==> src/verilog/homing_regs.svh <==
// Encodings, pin indices and timing constants of the homing sequencer
`ifndef HOMING_REGS_SVH
`define HOMING_REGS_SVH

`define SRC_OFF        3'h0
`define SRC_DI         3'h1
`define SRC_PANEL      3'h2
`define SRC_COMM       3'h3
`define SRC_FIRST_ON   3'h4

`define MODE_POS_LIMIT 4'h0
`define MODE_NEG_LIMIT 4'h1
`define MODE_ORG_RISE_F 4'h2
`define MODE_ORG_RISE_B 4'h3
`define MODE_ORG_FALL_F 4'h4
`define MODE_ORG_FALL_B 4'h5
`define MODE_Z_F       4'h6
`define MODE_Z_B       4'h7
`define MODE_HERE      4'h8

`define POL_Z_REV      3'h0
`define POL_Z_FWD      3'h1
`define POL_Z_NONE     3'h2
`define POL_STOP_REV   3'h3
`define POL_STOP_FWD   3'h4
`define POL_STOP_NONE  3'h5

`define PIN_START      0
`define PIN_ORG        1
`define PIN_DECEL      2
`define PIN_Z          3
`define PIN_PLIM       4
`define PIN_NLIM       5
`define PIN_COUNT      6

`define CLK_HZ         32'h0131_2D00
`define MS_PER_S       32'h0000_03E8

`define SPEED_ZERO     16'h0000
`define POS_ZERO       32'h0000_0000
`define ONE_POS        32'h0000_0001
`define TIME_ZERO      16'h0000

`endif

==> src/verilog/homing_pkg.sv <==
// Types shared by the homing sequencer modules
package homing_pkg;

  typedef enum logic [2:0] {
    ST_IDLE  = 3'h0,
    ST_FAST  = 3'h1,
    ST_SLOW  = 3'h2,
    ST_ZSRCH = 3'h3,
    ST_OFFS  = 3'h4,
    ST_STOP  = 3'h5,
    ST_DONE  = 3'h6,
    ST_ALARM = 3'h7
  } home_state_e;

  typedef logic [15:0] speed_t;
  typedef logic [31:0] pos_t;

endpackage : homing_pkg

==> src/verilog/ramp_if.sv <==
// Speed ramp request and result between sequencer and ramp generator
`timescale 1ns/100ps
interface ramp_if;
  homing_pkg::speed_t target;
  homing_pkg::speed_t rate;
  logic [15:0]        ramp_time;
  homing_pkg::speed_t speed;

  modport ramp (input target, input rate, input ramp_time, output speed);
  modport ctrl (output target, output rate, output ramp_time, input speed);
endinterface : ramp_if

==> src/verilog/pin_sync.sv <==
// Two-flop synchronisers with edge detection for a vector of pins
`timescale 1ns/100ps
module pin_sync #(
  parameter int WIDTH = 6
) (
  input  wire logic             clk,
  input  wire logic             rst,
  input  wire logic [WIDTH-1:0] pin_in,
  output logic      [WIDTH-1:0] level,
  output logic      [WIDTH-1:0] rise,
  output logic      [WIDTH-1:0] fall
);
  logic [WIDTH-1:0] meta_ff;
  logic [WIDTH-1:0] sync_ff;
  logic [WIDTH-1:0] last_ff;

  // Edges are taken from the second stage only, never the metastable first
  always_ff @(posedge clk or posedge rst)
  begin
    if (rst)
    begin
      meta_ff <= '0;
      sync_ff <= '0;
      last_ff <= '0;
    end
    else
    begin
      meta_ff <= pin_in;
      sync_ff <= meta_ff;
      last_ff <= sync_ff;
    end
  end

  assign level = sync_ff;
  assign rise  = sync_ff & ~last_ff;
  assign fall  = ~sync_ff & last_ff;
endmodule : pin_sync

==> src/verilog/speed_ramp.sv <==
// Linear speed ramp: full search speed is reached in the ramp time
`timescale 1ns/100ps
`include "homing_regs.svh"
module speed_ramp #(
  parameter int CYC_PER_MS = 20000
) (
  input  wire logic clk,
  input  wire logic rst,
  ramp_if.ramp      r
);
  logic [31:0] span;
  logic [31:0] acc_ff;
  logic [31:0] nxt_acc;

  // Span in cycles; one unit of speed per crossing of the span
  assign span    = 32'(r.ramp_time) * 32'(CYC_PER_MS);
  assign nxt_acc = acc_ff + 32'(r.rate);

  // Limitation: at most one speed unit per cycle, ample at this clock rate
  always_ff @(posedge clk or posedge rst)
  begin
    if (rst)
    begin
      acc_ff  <= `POS_ZERO;
      r.speed <= `SPEED_ZERO;
    end
    else if (r.ramp_time == `TIME_ZERO || r.speed == r.target)
    begin
      acc_ff  <= `POS_ZERO;
      r.speed <= r.target;
    end
    else if (nxt_acc >= span)
    begin
      acc_ff  <= nxt_acc - span;
      r.speed <= (r.speed < r.target) ? r.speed + 16'h0001 : r.speed - 16'h0001;
    end
    else
    begin
      acc_ff <= nxt_acc;
    end
  end
endmodule : speed_ramp

==> src/verilog/servo_homing_sequencer.sv <==
// Homing sequencer top: start selection, reference search, origin load and offset move
//
// Functional notes
// - Start source 0 off, 1 start input, 2 panel, 3 communication command.
// - Start source 4 starts homing once at the first servo-on.
// - Mode 0 forward to positive limit, mode 1 backward to negative limit.
// - Modes 2/3 forward/backward, origin sensor off-to-on edge is the reference.
// - Modes 4/5 forward/backward, origin sensor on-to-off edge is the reference.
// - Modes 6/7 forward/backward, nearest Z pulse is the origin.
// - Mode 8 takes present position as origin without searching.
// - Policy 0 reverse Z search, 1 forward Z search, 2 no Z search.
// - Policies 3/4/5 stop and alarm on limit contact, same Z behaviour.
// - Modes 0 and 1 never stop or alarm on limit contact.
// - Z search follows limit contact in modes 0/1, sensor in 2..5.
// - Homing starts toward the high search speed in modes 0..5, the low search speed in modes 6/7.
// - Switch to low speed at reference or deceleration point.
// - Start and stop ramps use the search ramp time in ms.
// - Origin not found within time limit raises timeout alarm and stops.
// - Origin found loads absolute position with coordinate offset.
// - After origin, move further by the mechanical offset.
// - Optional deceleration sensor input is accepted.
// - Homing completion output is provided.
`timescale 1ns/100ps
`include "homing_regs.svh"
module servo_homing_sequencer #(
  parameter int CYC_PER_MS = int'(`CLK_HZ / `MS_PER_S)
) (
  input  wire logic          clk,
  input  wire logic          rst,
  input  wire logic          homing_start_input,
  input  wire logic          panel_start,
  input  wire logic          comm_start,
  input  wire logic          servo_on,
  input  wire logic          origin_sensor_input,
  input  wire logic          decel_sensor_input,
  input  wire logic          zphase_input,
  input  wire logic          pos_limit_input,
  input  wire logic          neg_limit_input,
  input  wire logic          enc_step,
  input  wire logic          enc_forward,
  input  wire logic [2:0]    homing_start_source,
  input  wire logic [3:0]    homing_reference_mode,
  input  wire logic [2:0]    limit_zphase_policy,
  input  wire logic [15:0]   search_high_speed,
  input  wire logic [15:0]   search_low_speed,
  input  wire logic [15:0]   search_ramp_time,
  input  wire logic [15:0]   homing_time_limit,
  input  wire logic [31:0]   coordinate_offset,
  input  wire logic [31:0]   mechanical_offset,
  output logic [15:0]        speed_cmd_ff,
  output logic               forward_ff,
  output logic               busy_ff,
  output logic               origin_found_ff,
  output logic               homing_done_ff,
  output logic               homing_timeout_alarm_ff,
  output logic               limit_alarm_ff,
  output logic [31:0]        abs_position_ff
);
  homing_pkg::home_state_e state_ff;
  homing_pkg::home_state_e nxt_state;
  logic [3:0]              mode_ff;
  logic [2:0]              policy_ff;
  logic                    nxt_forward;
  homing_pkg::speed_t      tgt_ff;
  homing_pkg::speed_t      nxt_tgt;
  logic                    servo_on_q_ff;
  logic                    first_on_done_ff;
  logic [31:0]             tick_cnt_ff;
  logic [15:0]             ms_cnt_ff;
  homing_pkg::pos_t        off_cnt_ff;
  homing_pkg::pos_t        off_mag;
  logic [`PIN_COUNT-1:0]   lvl;
  logic [`PIN_COUNT-1:0]   rise;
  logic [`PIN_COUNT-1:0]   fall;
  logic                    start_req;
  logic                    start_ok;
  logic                    limit_hit;
  logic                    ref_hit;
  logic                    searching;
  logic                    timeout;
  logic                    z_rev;
  logic                    z_none;
  logic                    stop_on_limit;
  logic                    origin_evt;
  logic                    timeout_evt;
  logic                    limit_evt;
  logic                    done_evt;

  ramp_if u_rif ();

  pin_sync #(
    .WIDTH (`PIN_COUNT)
  ) u_sync (
    .clk    (clk),
    .rst    (rst),
    .pin_in ({neg_limit_input, pos_limit_input, zphase_input,
              decel_sensor_input, origin_sensor_input, homing_start_input}),
    .level  (lvl),
    .rise   (rise),
    .fall   (fall)
  );

  // Ramp both starting and stopping of every move
  assign u_rif.target    = tgt_ff;
  assign u_rif.rate      = search_high_speed;
  assign u_rif.ramp_time = search_ramp_time;

  speed_ramp #(
    .CYC_PER_MS (CYC_PER_MS)
  ) u_ramp (
    .clk (clk),
    .rst (rst),
    .r   (u_rif.ramp)
  );

  // Start trigger selection
  always_comb
  begin
    case (homing_start_source)
      `SRC_DI:       start_req = rise[`PIN_START];
      `SRC_PANEL:    start_req = panel_start;
      `SRC_COMM:     start_req = comm_start;
      `SRC_FIRST_ON: start_req = servo_on & ~servo_on_q_ff & ~first_on_done_ff;
      default:       start_req = 1'b0;
    endcase
  end

  assign start_ok = start_req && homing_reference_mode <= `MODE_HERE &&
                    (state_ff == homing_pkg::ST_IDLE || state_ff == homing_pkg::ST_DONE ||
                     state_ff == homing_pkg::ST_ALARM);

  always_ff @(posedge clk or posedge rst)
  begin
    if (rst)
    begin
      servo_on_q_ff    <= 1'b0;
      first_on_done_ff <= 1'b0;
    end
    else
    begin
      servo_on_q_ff <= servo_on;
      if (servo_on && !servo_on_q_ff)
        first_on_done_ff <= 1'b1;
    end
  end

  // Reference and policy decode
  assign limit_hit = forward_ff ? lvl[`PIN_PLIM] : lvl[`PIN_NLIM];
  assign z_rev  = (policy_ff == `POL_Z_REV) || (policy_ff == `POL_STOP_REV);
  assign z_none = (policy_ff == `POL_Z_NONE) || (policy_ff == `POL_STOP_NONE);
  assign stop_on_limit = policy_ff >= `POL_STOP_REV;
  assign off_mag = mechanical_offset[31] ? (`POS_ZERO - mechanical_offset) : mechanical_offset;

  always_comb
  begin
    case (mode_ff)
      `MODE_POS_LIMIT, `MODE_NEG_LIMIT:   ref_hit = limit_hit;
      `MODE_ORG_RISE_F, `MODE_ORG_RISE_B: ref_hit = rise[`PIN_ORG];
      `MODE_ORG_FALL_F, `MODE_ORG_FALL_B: ref_hit = fall[`PIN_ORG];
      default:                            ref_hit = 1'b0;
    endcase
  end

  // Homing time limit, zero disables it
  assign searching = state_ff == homing_pkg::ST_FAST || state_ff == homing_pkg::ST_SLOW ||
                     state_ff == homing_pkg::ST_ZSRCH;
  assign timeout = searching && homing_time_limit != `TIME_ZERO &&
                   ms_cnt_ff >= homing_time_limit;

  always_ff @(posedge clk or posedge rst)
  begin
    if (rst)
    begin
      tick_cnt_ff <= `POS_ZERO;
      ms_cnt_ff   <= `TIME_ZERO;
    end
    else if (start_ok)
    begin
      tick_cnt_ff <= `POS_ZERO;
      ms_cnt_ff   <= `TIME_ZERO;
    end
    else if (searching)
    begin
      if (tick_cnt_ff == 32'(CYC_PER_MS - 1))
      begin
        tick_cnt_ff <= `POS_ZERO;
        if (ms_cnt_ff != 16'hFFFF)
          ms_cnt_ff <= ms_cnt_ff + 16'h0001;
      end
      else
      begin
        tick_cnt_ff <= tick_cnt_ff + `ONE_POS;
      end
    end
  end

  // Sequencing
  always_comb
  begin
    nxt_state   = state_ff;
    nxt_forward = forward_ff;
    nxt_tgt     = tgt_ff;
    origin_evt  = 1'b0;
    timeout_evt = 1'b0;
    limit_evt   = 1'b0;
    done_evt    = 1'b0;
    case (state_ff)
      homing_pkg::ST_IDLE, homing_pkg::ST_DONE, homing_pkg::ST_ALARM:
      begin
        nxt_tgt = `SPEED_ZERO;
        if (start_ok)
        begin
          nxt_forward = ~homing_reference_mode[0];
          if (homing_reference_mode == `MODE_HERE)
            origin_evt = 1'b1;
          else if (homing_reference_mode >= `MODE_Z_F)
          begin
            nxt_state = homing_pkg::ST_ZSRCH;
            nxt_tgt   = search_low_speed;
          end
          else
          begin
            nxt_state = homing_pkg::ST_FAST;
            nxt_tgt   = search_high_speed;
          end
        end
      end
      homing_pkg::ST_FAST, homing_pkg::ST_SLOW:
      begin
        if (timeout)
          timeout_evt = 1'b1;
        else if (ref_hit)
        begin
          if (z_none)
            origin_evt = 1'b1;
          else
          begin
            nxt_state   = homing_pkg::ST_ZSRCH;
            nxt_forward = z_rev ? ~forward_ff : forward_ff;
            nxt_tgt     = search_low_speed;
          end
        end
        else if (limit_hit && mode_ff > `MODE_NEG_LIMIT)
        begin
          if (stop_on_limit)
            limit_evt = 1'b1;
          else
            nxt_forward = ~forward_ff;
        end
        else if (state_ff == homing_pkg::ST_FAST && rise[`PIN_DECEL])
        begin
          nxt_state = homing_pkg::ST_SLOW;
          nxt_tgt   = search_low_speed;
        end
      end
      homing_pkg::ST_ZSRCH:
      begin
        if (timeout)
          timeout_evt = 1'b1;
        else if (rise[`PIN_Z])
          origin_evt = 1'b1;
        else if (limit_hit && mode_ff > `MODE_NEG_LIMIT)
        begin
          if (stop_on_limit)
            limit_evt = 1'b1;
          else
            nxt_forward = ~forward_ff;
        end
      end
      homing_pkg::ST_OFFS:
      begin
        if (off_cnt_ff >= off_mag)
        begin
          nxt_state = homing_pkg::ST_STOP;
          nxt_tgt   = `SPEED_ZERO;
        end
      end
      homing_pkg::ST_STOP:
      begin
        nxt_tgt = `SPEED_ZERO;
        if (u_rif.speed == `SPEED_ZERO)
        begin
          nxt_state = homing_pkg::ST_DONE;
          done_evt  = 1'b1;
        end
      end
      default:
        nxt_state = homing_pkg::ST_IDLE;
    endcase
    if (origin_evt)
    begin
      nxt_state   = (off_mag == `POS_ZERO) ? homing_pkg::ST_STOP : homing_pkg::ST_OFFS;
      nxt_forward = ~mechanical_offset[31];
      nxt_tgt     = (off_mag == `POS_ZERO) ? `SPEED_ZERO : search_low_speed;
    end
    if (timeout_evt || limit_evt)
    begin
      nxt_state = homing_pkg::ST_ALARM;
      nxt_tgt   = `SPEED_ZERO;
    end
  end

  always_ff @(posedge clk or posedge rst)
  begin
    if (rst)
    begin
      state_ff   <= homing_pkg::ST_IDLE;
      forward_ff <= 1'b1;
      tgt_ff     <= `SPEED_ZERO;
      mode_ff    <= `MODE_POS_LIMIT;
      policy_ff  <= `POL_Z_REV;
    end
    else
    begin
      state_ff   <= nxt_state;
      forward_ff <= nxt_forward;
      tgt_ff     <= nxt_tgt;
      if (start_ok)
      begin
        mode_ff   <= homing_reference_mode;
        policy_ff <= limit_zphase_policy;
      end
    end
  end

  // Offset travel counter, counts encoder steps after the origin
  always_ff @(posedge clk or posedge rst)
  begin
    if (rst)
      off_cnt_ff <= `POS_ZERO;
    else if (origin_evt)
      off_cnt_ff <= `POS_ZERO;
    else if (state_ff == homing_pkg::ST_OFFS && enc_step)
      off_cnt_ff <= off_cnt_ff + `ONE_POS;
  end

  // Absolute position counter
  always_ff @(posedge clk or posedge rst)
  begin
    if (rst)
      abs_position_ff <= `POS_ZERO;
    else if (origin_evt)
      abs_position_ff <= coordinate_offset;
    else if (enc_step)
      abs_position_ff <= enc_forward ? abs_position_ff + `ONE_POS
                                     : abs_position_ff - `ONE_POS;
  end

  // Status outputs; a new start clears completion and alarms
  always_ff @(posedge clk or posedge rst)
  begin
    if (rst)
    begin
      speed_cmd_ff            <= `SPEED_ZERO;
      busy_ff                 <= 1'b0;
      origin_found_ff         <= 1'b0;
      homing_done_ff          <= 1'b0;
      homing_timeout_alarm_ff <= 1'b0;
      limit_alarm_ff          <= 1'b0;
    end
    else
    begin
      speed_cmd_ff    <= u_rif.speed;
      busy_ff         <= nxt_state != homing_pkg::ST_IDLE && nxt_state != homing_pkg::ST_DONE &&
                         nxt_state != homing_pkg::ST_ALARM;
      origin_found_ff <= origin_evt;
      if (done_evt)
        homing_done_ff <= 1'b1;
      else if (start_ok)
        homing_done_ff <= 1'b0;
      if (timeout_evt)
        homing_timeout_alarm_ff <= 1'b1;
      else if (start_ok)
        homing_timeout_alarm_ff <= 1'b0;
      if (limit_evt)
        limit_alarm_ff <= 1'b1;
      else if (start_ok)
        limit_alarm_ff <= 1'b0;
    end
  end
endmodule : servo_homing_sequencer

==> config.mk <==
export PLATFORM = sky130hd
export DESIGN_NAME = servo_homing_sequencer
export DESIGN_NICKNAME = d
export VERILOG_FILES = /design/src/verilog/homing_pkg.sv /design/src/verilog/ramp_if.sv /design/src/verilog/pin_sync.sv /design/src/verilog/speed_ramp.sv /design/src/verilog/servo_homing_sequencer.sv
export VERILOG_INCLUDE_DIRS = /design/src /design/src/verilog
export SDC_FILE = /design/constraint.sdc
export NUM_CORES = 1
export LEC_CHECK = 0
export BUFFER_PORTS_ARGS = -buffer_cell sky130_fd_sc_hd__buf_4
export CORE_AREA = 8 8 191 193
export CTS_BUF_LIST = sky130_fd_sc_hd__clkbuf_16
export DETAILED_ROUTE_END_ITERATION = 8
export DIE_AREA = 0 0 199 201
export PLACE_DENSITY = 0.89
export SLEW_MARGIN = 30
export SYNTH_ARGS = -nofsm -noshare
export SYNTH_HDL_FRONTEND = slang
export SYNTH_HIERARCHICAL = 1
export SYNTH_SLANG_ARGS = --single-unit
==> constraint.sdc <==
create_clock -name clk -period 8.05 [get_ports clk]
set_input_delay 1.2075 -clock clk [delete_from_list [all_inputs] [get_ports clk]]
set_output_delay 1.2075 -clock clk [all_outputs]
set_load 0.02 [all_outputs]
==> impl_metrics.env, run 1 <==
export IMPL_start_util_pct=59.9
export IMPL_critPathMaxStageDelay_ns=0.55
export IMPL_finalSetupViolCount=0
export IMPL_gp_congestion=0.925
export IMPL_rsz0062_at_grt="true"
export IMPL_final_util_pct=70.2
export IMPL_clockBufferDepth=3
export IMPL_yosys_warnings=6
export IMPL_syn_nets=2695
export IMPL_die_area_um2=40000
export IMPL_overflow=0
export IMPL_core_um2=33300
export IMPL_grt_total_usage_pct=25.8
export IMPL_crit_required_ns=8.43
export IMPL_worst_setup_path_end_kind="flop"
export IMPL_synth_cells=2272
export IMPL_drive_above_1_share_pct=15.8
export IMPL_cts_sinks=225
export IMPL_wl_per_cell_um=18.0
export IMPL_cts_max_level=1
export IMPL_die_w_um=199
export IMPL_grt_pass1_vias=18300
export IMPL_fin_nets=2927
export IMPL_cts_root_buf="clkbuf_16"
export IMPL_grt_max_degree=99
export IMPL_critPathMaxFanout=5
export IMPL_ant_nets=0
export IMPL_hpwl_um=40800
export IMPL_portBuffers=204
export IMPL_cp_data_arrival_time_ns=8.42
export IMPL_fin_skew_ns=0.0272
export IMPL_max_clock_freq_ghz=0.124
export IMPL_grt_pass1_wl_um=87600
export IMPL_routed_via_density=6.07
export IMPL_outcome="complete, no violations"
export IMPL_dr_pass1_iters=7
export IMPL_highest_layer="met4"
export IMPL_drt_initial_drc_count=1261
export IMPL_path_clk_slew_ns=0.06
export IMPL_cts_inserted_buffers=26
export IMPL_fillers=2427
export IMPL_drv_cap=0
export IMPL_met1_length_um=22300
export IMPL_diodes=0
export IMPL_routed_wl_um=53500
export IMPL_core_rowCount=67
export IMPL_period_share_pct=99.9
export IMPL_drc=0
export IMPL_drv_slew=0
export IMPL_cp_start_kind="input pin"
export IMPL_die_y_um=201
export IMPL_hp_class="flop to flop"
export IMPL_syn_area_um2=19900
export IMPL_ir_worst_vdd_mv=0.660
export IMPL_wl_met2_um=26400
export IMPL_place_area_um2=22200
export IMPL_wl_met3_um=3200
export IMPL_leakage_nw=11.2
export IMPL_fin_area_um2=23400
export IMPL_worstMarginPinSlew_ns=1.00
export IMPL_area_growth_syn_to_layout_pct=17.2
export IMPL_clk_latency_ns=0.55
export IMPL_tritoncts="done"
export IMPL_power_density_nw_per_um2=492
export IMPL_grt_antenna_before_repair=0
export IMPL_ioPinCount=205
export IMPL_relSlewSlack_pct=33.1
export IMPL_post_synth_cell_area_avg_um2=8.77
export IMPL_via_count=18000
export IMPL_hold_viol=0
export IMPL_crit_type="input pin to flop"
export IMPL_period_needed_ns=8.04
export IMPL_critPathSlowestCell="fa_1"
[power by group]
group          switching, mW  internal, mW
sequential             0.355          1.54
clock                  0.496         0.752
combinational           4.63          3.72
total                   5.48          6.01
[cell usage in the layout (no fill, tap or decap), types with 30 or more instances in the layout]
master	n
a21oi_1	144
ha_1	226
nand3_1	54
fa_1	38
dfrtp_1	224
nand4_1	48
nor3_1	33
xnor2_1	94
buf_4	259
a21o_1	58
o21ai_0	116
or3_1	30
inv_1	180
nand2_1	169
nor2_1	198
mux2i_1	53
and3_1	32
xor2_1	96
[layer usage]
layer  vias to the layer above  GRT usage [%]
met5                         -              0
met3                       128           3.34
met4                         0           7.86
met1                      8701           32.6
met2                       648           45.2
li1                       8565              -
[worst max-delay path: cells and delay by family]
family | cells | cell delay [ns]
XOR/XNOR | 1 | 0.24
adder cells (fa/ha/maj) | 7 | 2.48
AND/OR/NAND/NOR | 8 | 2.21
AO/OA/AOI/OAI | 8 | 1.44
buffers and inverters | 8 | 0.63
multiplexers | 1 | 0.22
[sequential cells by signal, indices dropped and copies added (netlist names), 16 cells and up]
name and flops:
off_cnt_ff 32, u_ramp/acc_ff 32, u_ramp/r.speed 16, ms_cnt_ff 16, speed_cmd_ff 16, tick_cnt_ff 32, abs_position_ff 32, tgt_ff 16
[path summary, 6_finish.rpt]
kind	startpoint	end	slack, ns	cells past startpoint
hold / removal	u_sync/meta_ff[3]$_DFF_PP0_	u_sync/level[3]$_DFF_PP0_	0.35	0
max in group asynchronous	rst	abs_position_ff[7]$_DFFE_PP0P_	5.91	3
setup reg to reg	u_ramp/acc_ff[0]$_DFF_PP0_	u_ramp/acc_ff[16]$_DFF_PP0_	1.78	21
min in group asynchronous	rst	homing_timeout_alarm_ff$_DFFE_PP0P_	0.77	2
hold reg to reg	u_sync/meta_ff[3]$_DFF_PP0_	u_sync/level[3]$_DFF_PP0_	0.35	0
setup / recovery	search_ramp_time[6]	u_ramp/acc_ff[16]$_DFF_PP0_	0.01	33
[timing repair]
action | in CTS | in global routing
gates resized for setup | 0 | 39
setup buffers | 0 | 7
hold buffers | 0 | 0
setup endpoints to repair | 0 | 42
[layout make-up]
| cell class | count | area, um^2 | area share [%] |
|---|---|---|---|
| Multi-Input combinational cell | 1794 | 13400 | 57.6 |
| Sequential cell | 225 | 5630 | 24.1 |
| Timing Repair Buffer | 267 | 2070 | 8.88 |
| Inverter | 190 | 734 | 3.15 |
| Clock buffer | 26 | 651 | 2.79 |
| Tap cell | 448 | 561 | 2.40 |
| Clock inverter | 22 | 255 | 1.09 |
[stage by stage]
| step | hold slack, ns | TNS (ns) | worst slack, ns | std cells | total power [mW] |
|---|---|---|---|---|---|
| after global placement | 0.331 | -7.23 | -0.214 | 2916 | 9.41 |
| after global routing | 0.364 | -6.74 | -0.227 | 2972 | 12.5 |
| after CTS | 0.352 | 0 | 0.117 | 2964 | 11.2 |
| final | 0.352 | 0 | 0.00983 | 2972 | 11.5 |
| after floorplan | 0.331 | 0 | 0.0391 | 2272 | 7.93 |
| after detailed placement | 0.339 | -15.84 | -0.439 | 2916 | 9.84 |
Note: power is estimated with default switching activity, not from simulation.
==> run 2: changes to the inputs <==
- CORE_AREA: 8 8 191 193 -> 8 8 212 174
- DIE_AREA: 0 0 199 201 -> 0 0 220 182
==> impl_metrics.env, run 2 (same netlist as run 1, synthesis figures left out) <==
export IMPL_crit_buf_inv=8
export IMPL_start_util_pct=60.0
export IMPL_area_growth_syn_to_layout_pct=16.9
export IMPL_fin_nets=2925
export IMPL_routed_wl_um=55600
export IMPL_grt_pass1_vias=18000
export IMPL_finalSetupViolCount=0
export IMPL_grt_antenna_before_repair=5
export IMPL_tritoncts="done"
export IMPL_critPathSlowestCell="fa_1"
export IMPL_portBuffers=204
export IMPL_die_area_um2=40000
export IMPL_final_cell_mix="259 x buf_4, 226 x ha_1, 224 x dfrtp_1, 198 x nor2_1, 185 x inv_1"
export IMPL_die_y_um=182
export IMPL_period_needed_ns=7.88
export IMPL_critPathMaxStageDelay_ns=0.53
export IMPL_routed_via_density=6.18
export IMPL_wl_met2_um=26900
export IMPL_die_w_um=220
export IMPL_multi_input_area_um2=13400
export IMPL_fin_area_um2=23300
export IMPL_tns_ns=0
export IMPL_worstMarginPinSlew_ns=0.879
export IMPL_cp_data_arrival_time_ns=8.29
export IMPL_cts_sinks=225
export IMPL_place_area_um2=22200
export IMPL_cp_top_family="adder cells"
export IMPL_leakage_nw=11.2
export IMPL_power_density_nw_per_um2=497
export IMPL_fin_skew_ns=0.0343
export IMPL_wl_per_cell_um=18.8
export IMPL_drv_slew=0
export IMPL_ff_latch_area_um2=5630
export IMPL_crit_required_ns=8.46
export IMPL_via_count=18300
export IMPL_met1_length_um=22700
export IMPL_final_util_pct=70.2
export IMPL_hold_buffers=0
export IMPL_crit_type="input pin to flop"
export IMPL_wl_met3_um=3720
export IMPL_rsz0062_at_grt="true"
export IMPL_ant_nets=0
export IMPL_max_clock_freq_ghz=0.127
export IMPL_cts_inserted_buffers=25
export IMPL_clk_latency_ns=0.56
export IMPL_gp_congestion=0.965
export IMPL_hp_class="flop to flop"
export IMPL_drt_initial_drc_count=1811
export IMPL_critPathMaxFanout=10
export IMPL_drc=0
export IMPL_grt_max_degree=93
export IMPL_ioPinCount=205
export IMPL_cp_start_kind="input pin"
export IMPL_grt_total_usage_pct=26.3
export IMPL_ir_worst_vdd_mv=0.372
export IMPL_core_um2=33200
export IMPL_highest_layer="met4"
export IMPL_core_rowCount=60
export IMPL_drv_cap=0
export IMPL_dp_slack_ns=-0.419
export IMPL_hpwl_um=42000
export IMPL_path_clk_slew_ns=0.06
export IMPL_worst_setup_path_end_kind="flop"
export IMPL_relSlewSlack_pct=41.4
export IMPL_hold_viol=0
export IMPL_overflow=0
export IMPL_layout_setup_ws_ns=0.169
export IMPL_drive_above_1_share_pct=15.5
export IMPL_clockBufferDepth=3
export IMPL_period_share_pct=97.9
export IMPL_outcome="complete, no violations"
export IMPL_fillers=2415
export IMPL_cts_root_buf="clkbuf_16"
export IMPL_grt_pass1_wl_um=88900
export IMPL_final_common_cell="buf_4"
export IMPL_cts_max_level=1
export IMPL_worst_hold_slack_ns=0.334
export IMPL_dr_pass1_iters=6
==> run 2: cell count changes in the layout (fill, tap and decap cells not counted), sizes merged <==
| cell | change |
|---|---|
| bufinv | -1 |
| clkbuf | +1 |
| clkinvlp | -4 |
| buf | -3 |
| diode | +5 |
| inv | +5 |
| clkinv | -1 |
==> run 2: what timing repair did <==
action,CTS,global route
endpoints found under the setup margin,0,42
setup buffers,0,8
resized for setup,0,26
==> run 2: report_power, final <==
| group | switching, mW | internal [mW] | leakage, nW |
|---|---|---|---|
| clock network | 0.510 | 0.704 | 0.434 |
| registers | 0.371 | 1.54 | 2.84 |
| logic | 4.71 | 3.74 | 7.97 |
| total | 5.59 | 5.98 | 11.2 |
==> run 2: worst register-to-register path, cell delays in order, from the launching register on <==
cell	delay, ns
dfrtp_1	0.36
ha_1	0.22
fa_1	0.43
a211oi_1	0.36
o21ai_0	0.25
a2111oi_0	0.66
o31ai_1	0.24
a211oi_1	0.27
buf_4	0.20
nor2_1	0.07
xor2_1	0.33
ha_1	0.32
nand3_2	0.11
or4_1	0.51
or4_1	0.46
o31a_1	0.26
and2_1	0.16
a31o_1	0.22
nand2b_4	0.18
clkbuf_16	0.22
mux2i_1	0.22
o21ai_1	0.09
==> run 2: per-stage QoR <==
step | power, mW | std cells
6_report | 11.6 | 2960
5_1_grt | 12.4 | 2960
4_1_cts | 11.1 | 2944
3_5_place_dp | 9.77 | 2898
3_3_place_gp | 9.40 | 2898
2_1_floorplan | 7.93 | 2272
==> run 2: layer usage <==
| metal | vias up | track usage (%) |
|---|---|---|
| met5 | - | 0 |
| met4 | 0 | 11.4 |
| met3 | 159 | 3.04 |
| met2 | 715 | 43.9 |
| met1 | 8809 | 34.0 |
| li1 | 8596 | - |
==> run 2: worst paths after layout <==
kind | startpoint | end | slack [ns] | cells past startpoint
max in group asynchronous | rst | tgt_ff[0]$_DFFE_PP0P_ | 6.02 | 3
worst min register to register | u_sync/meta_ff[0]$_DFF_PP0_ | u_sync/level[0]$_DFF_PP0_ | 0.33 | 0
worst max register to register | u_ramp/acc_ff[0]$_DFF_PP0_ | u_ramp/r.speed[6]$_DFFE_PP0P_ | 1.80 | 21
worst min-delay path | u_sync/meta_ff[0]$_DFF_PP0_ | u_sync/level[0]$_DFF_PP0_ | 0.33 | 0
min in group asynchronous | rst | u_sync/meta_ff[4]$_DFF_PP0_ | 0.75 | 2
worst max-delay path | search_ramp_time[6] | u_ramp/r.speed[6]$_DFFE_PP0P_ | 0.17 | 33
==> run 2: layout make-up <==
type                    instances  share of cell area [%]
multi-input cells            1794                    57.7
flip-flops and latches        225                    24.2
repair buffers                266                    8.93
inverters                     190                    3.11
clock buffers                  25                    2.69
well taps                     434                    2.33
clock inverters                21                    1.02
diodes                          5                  0.0537
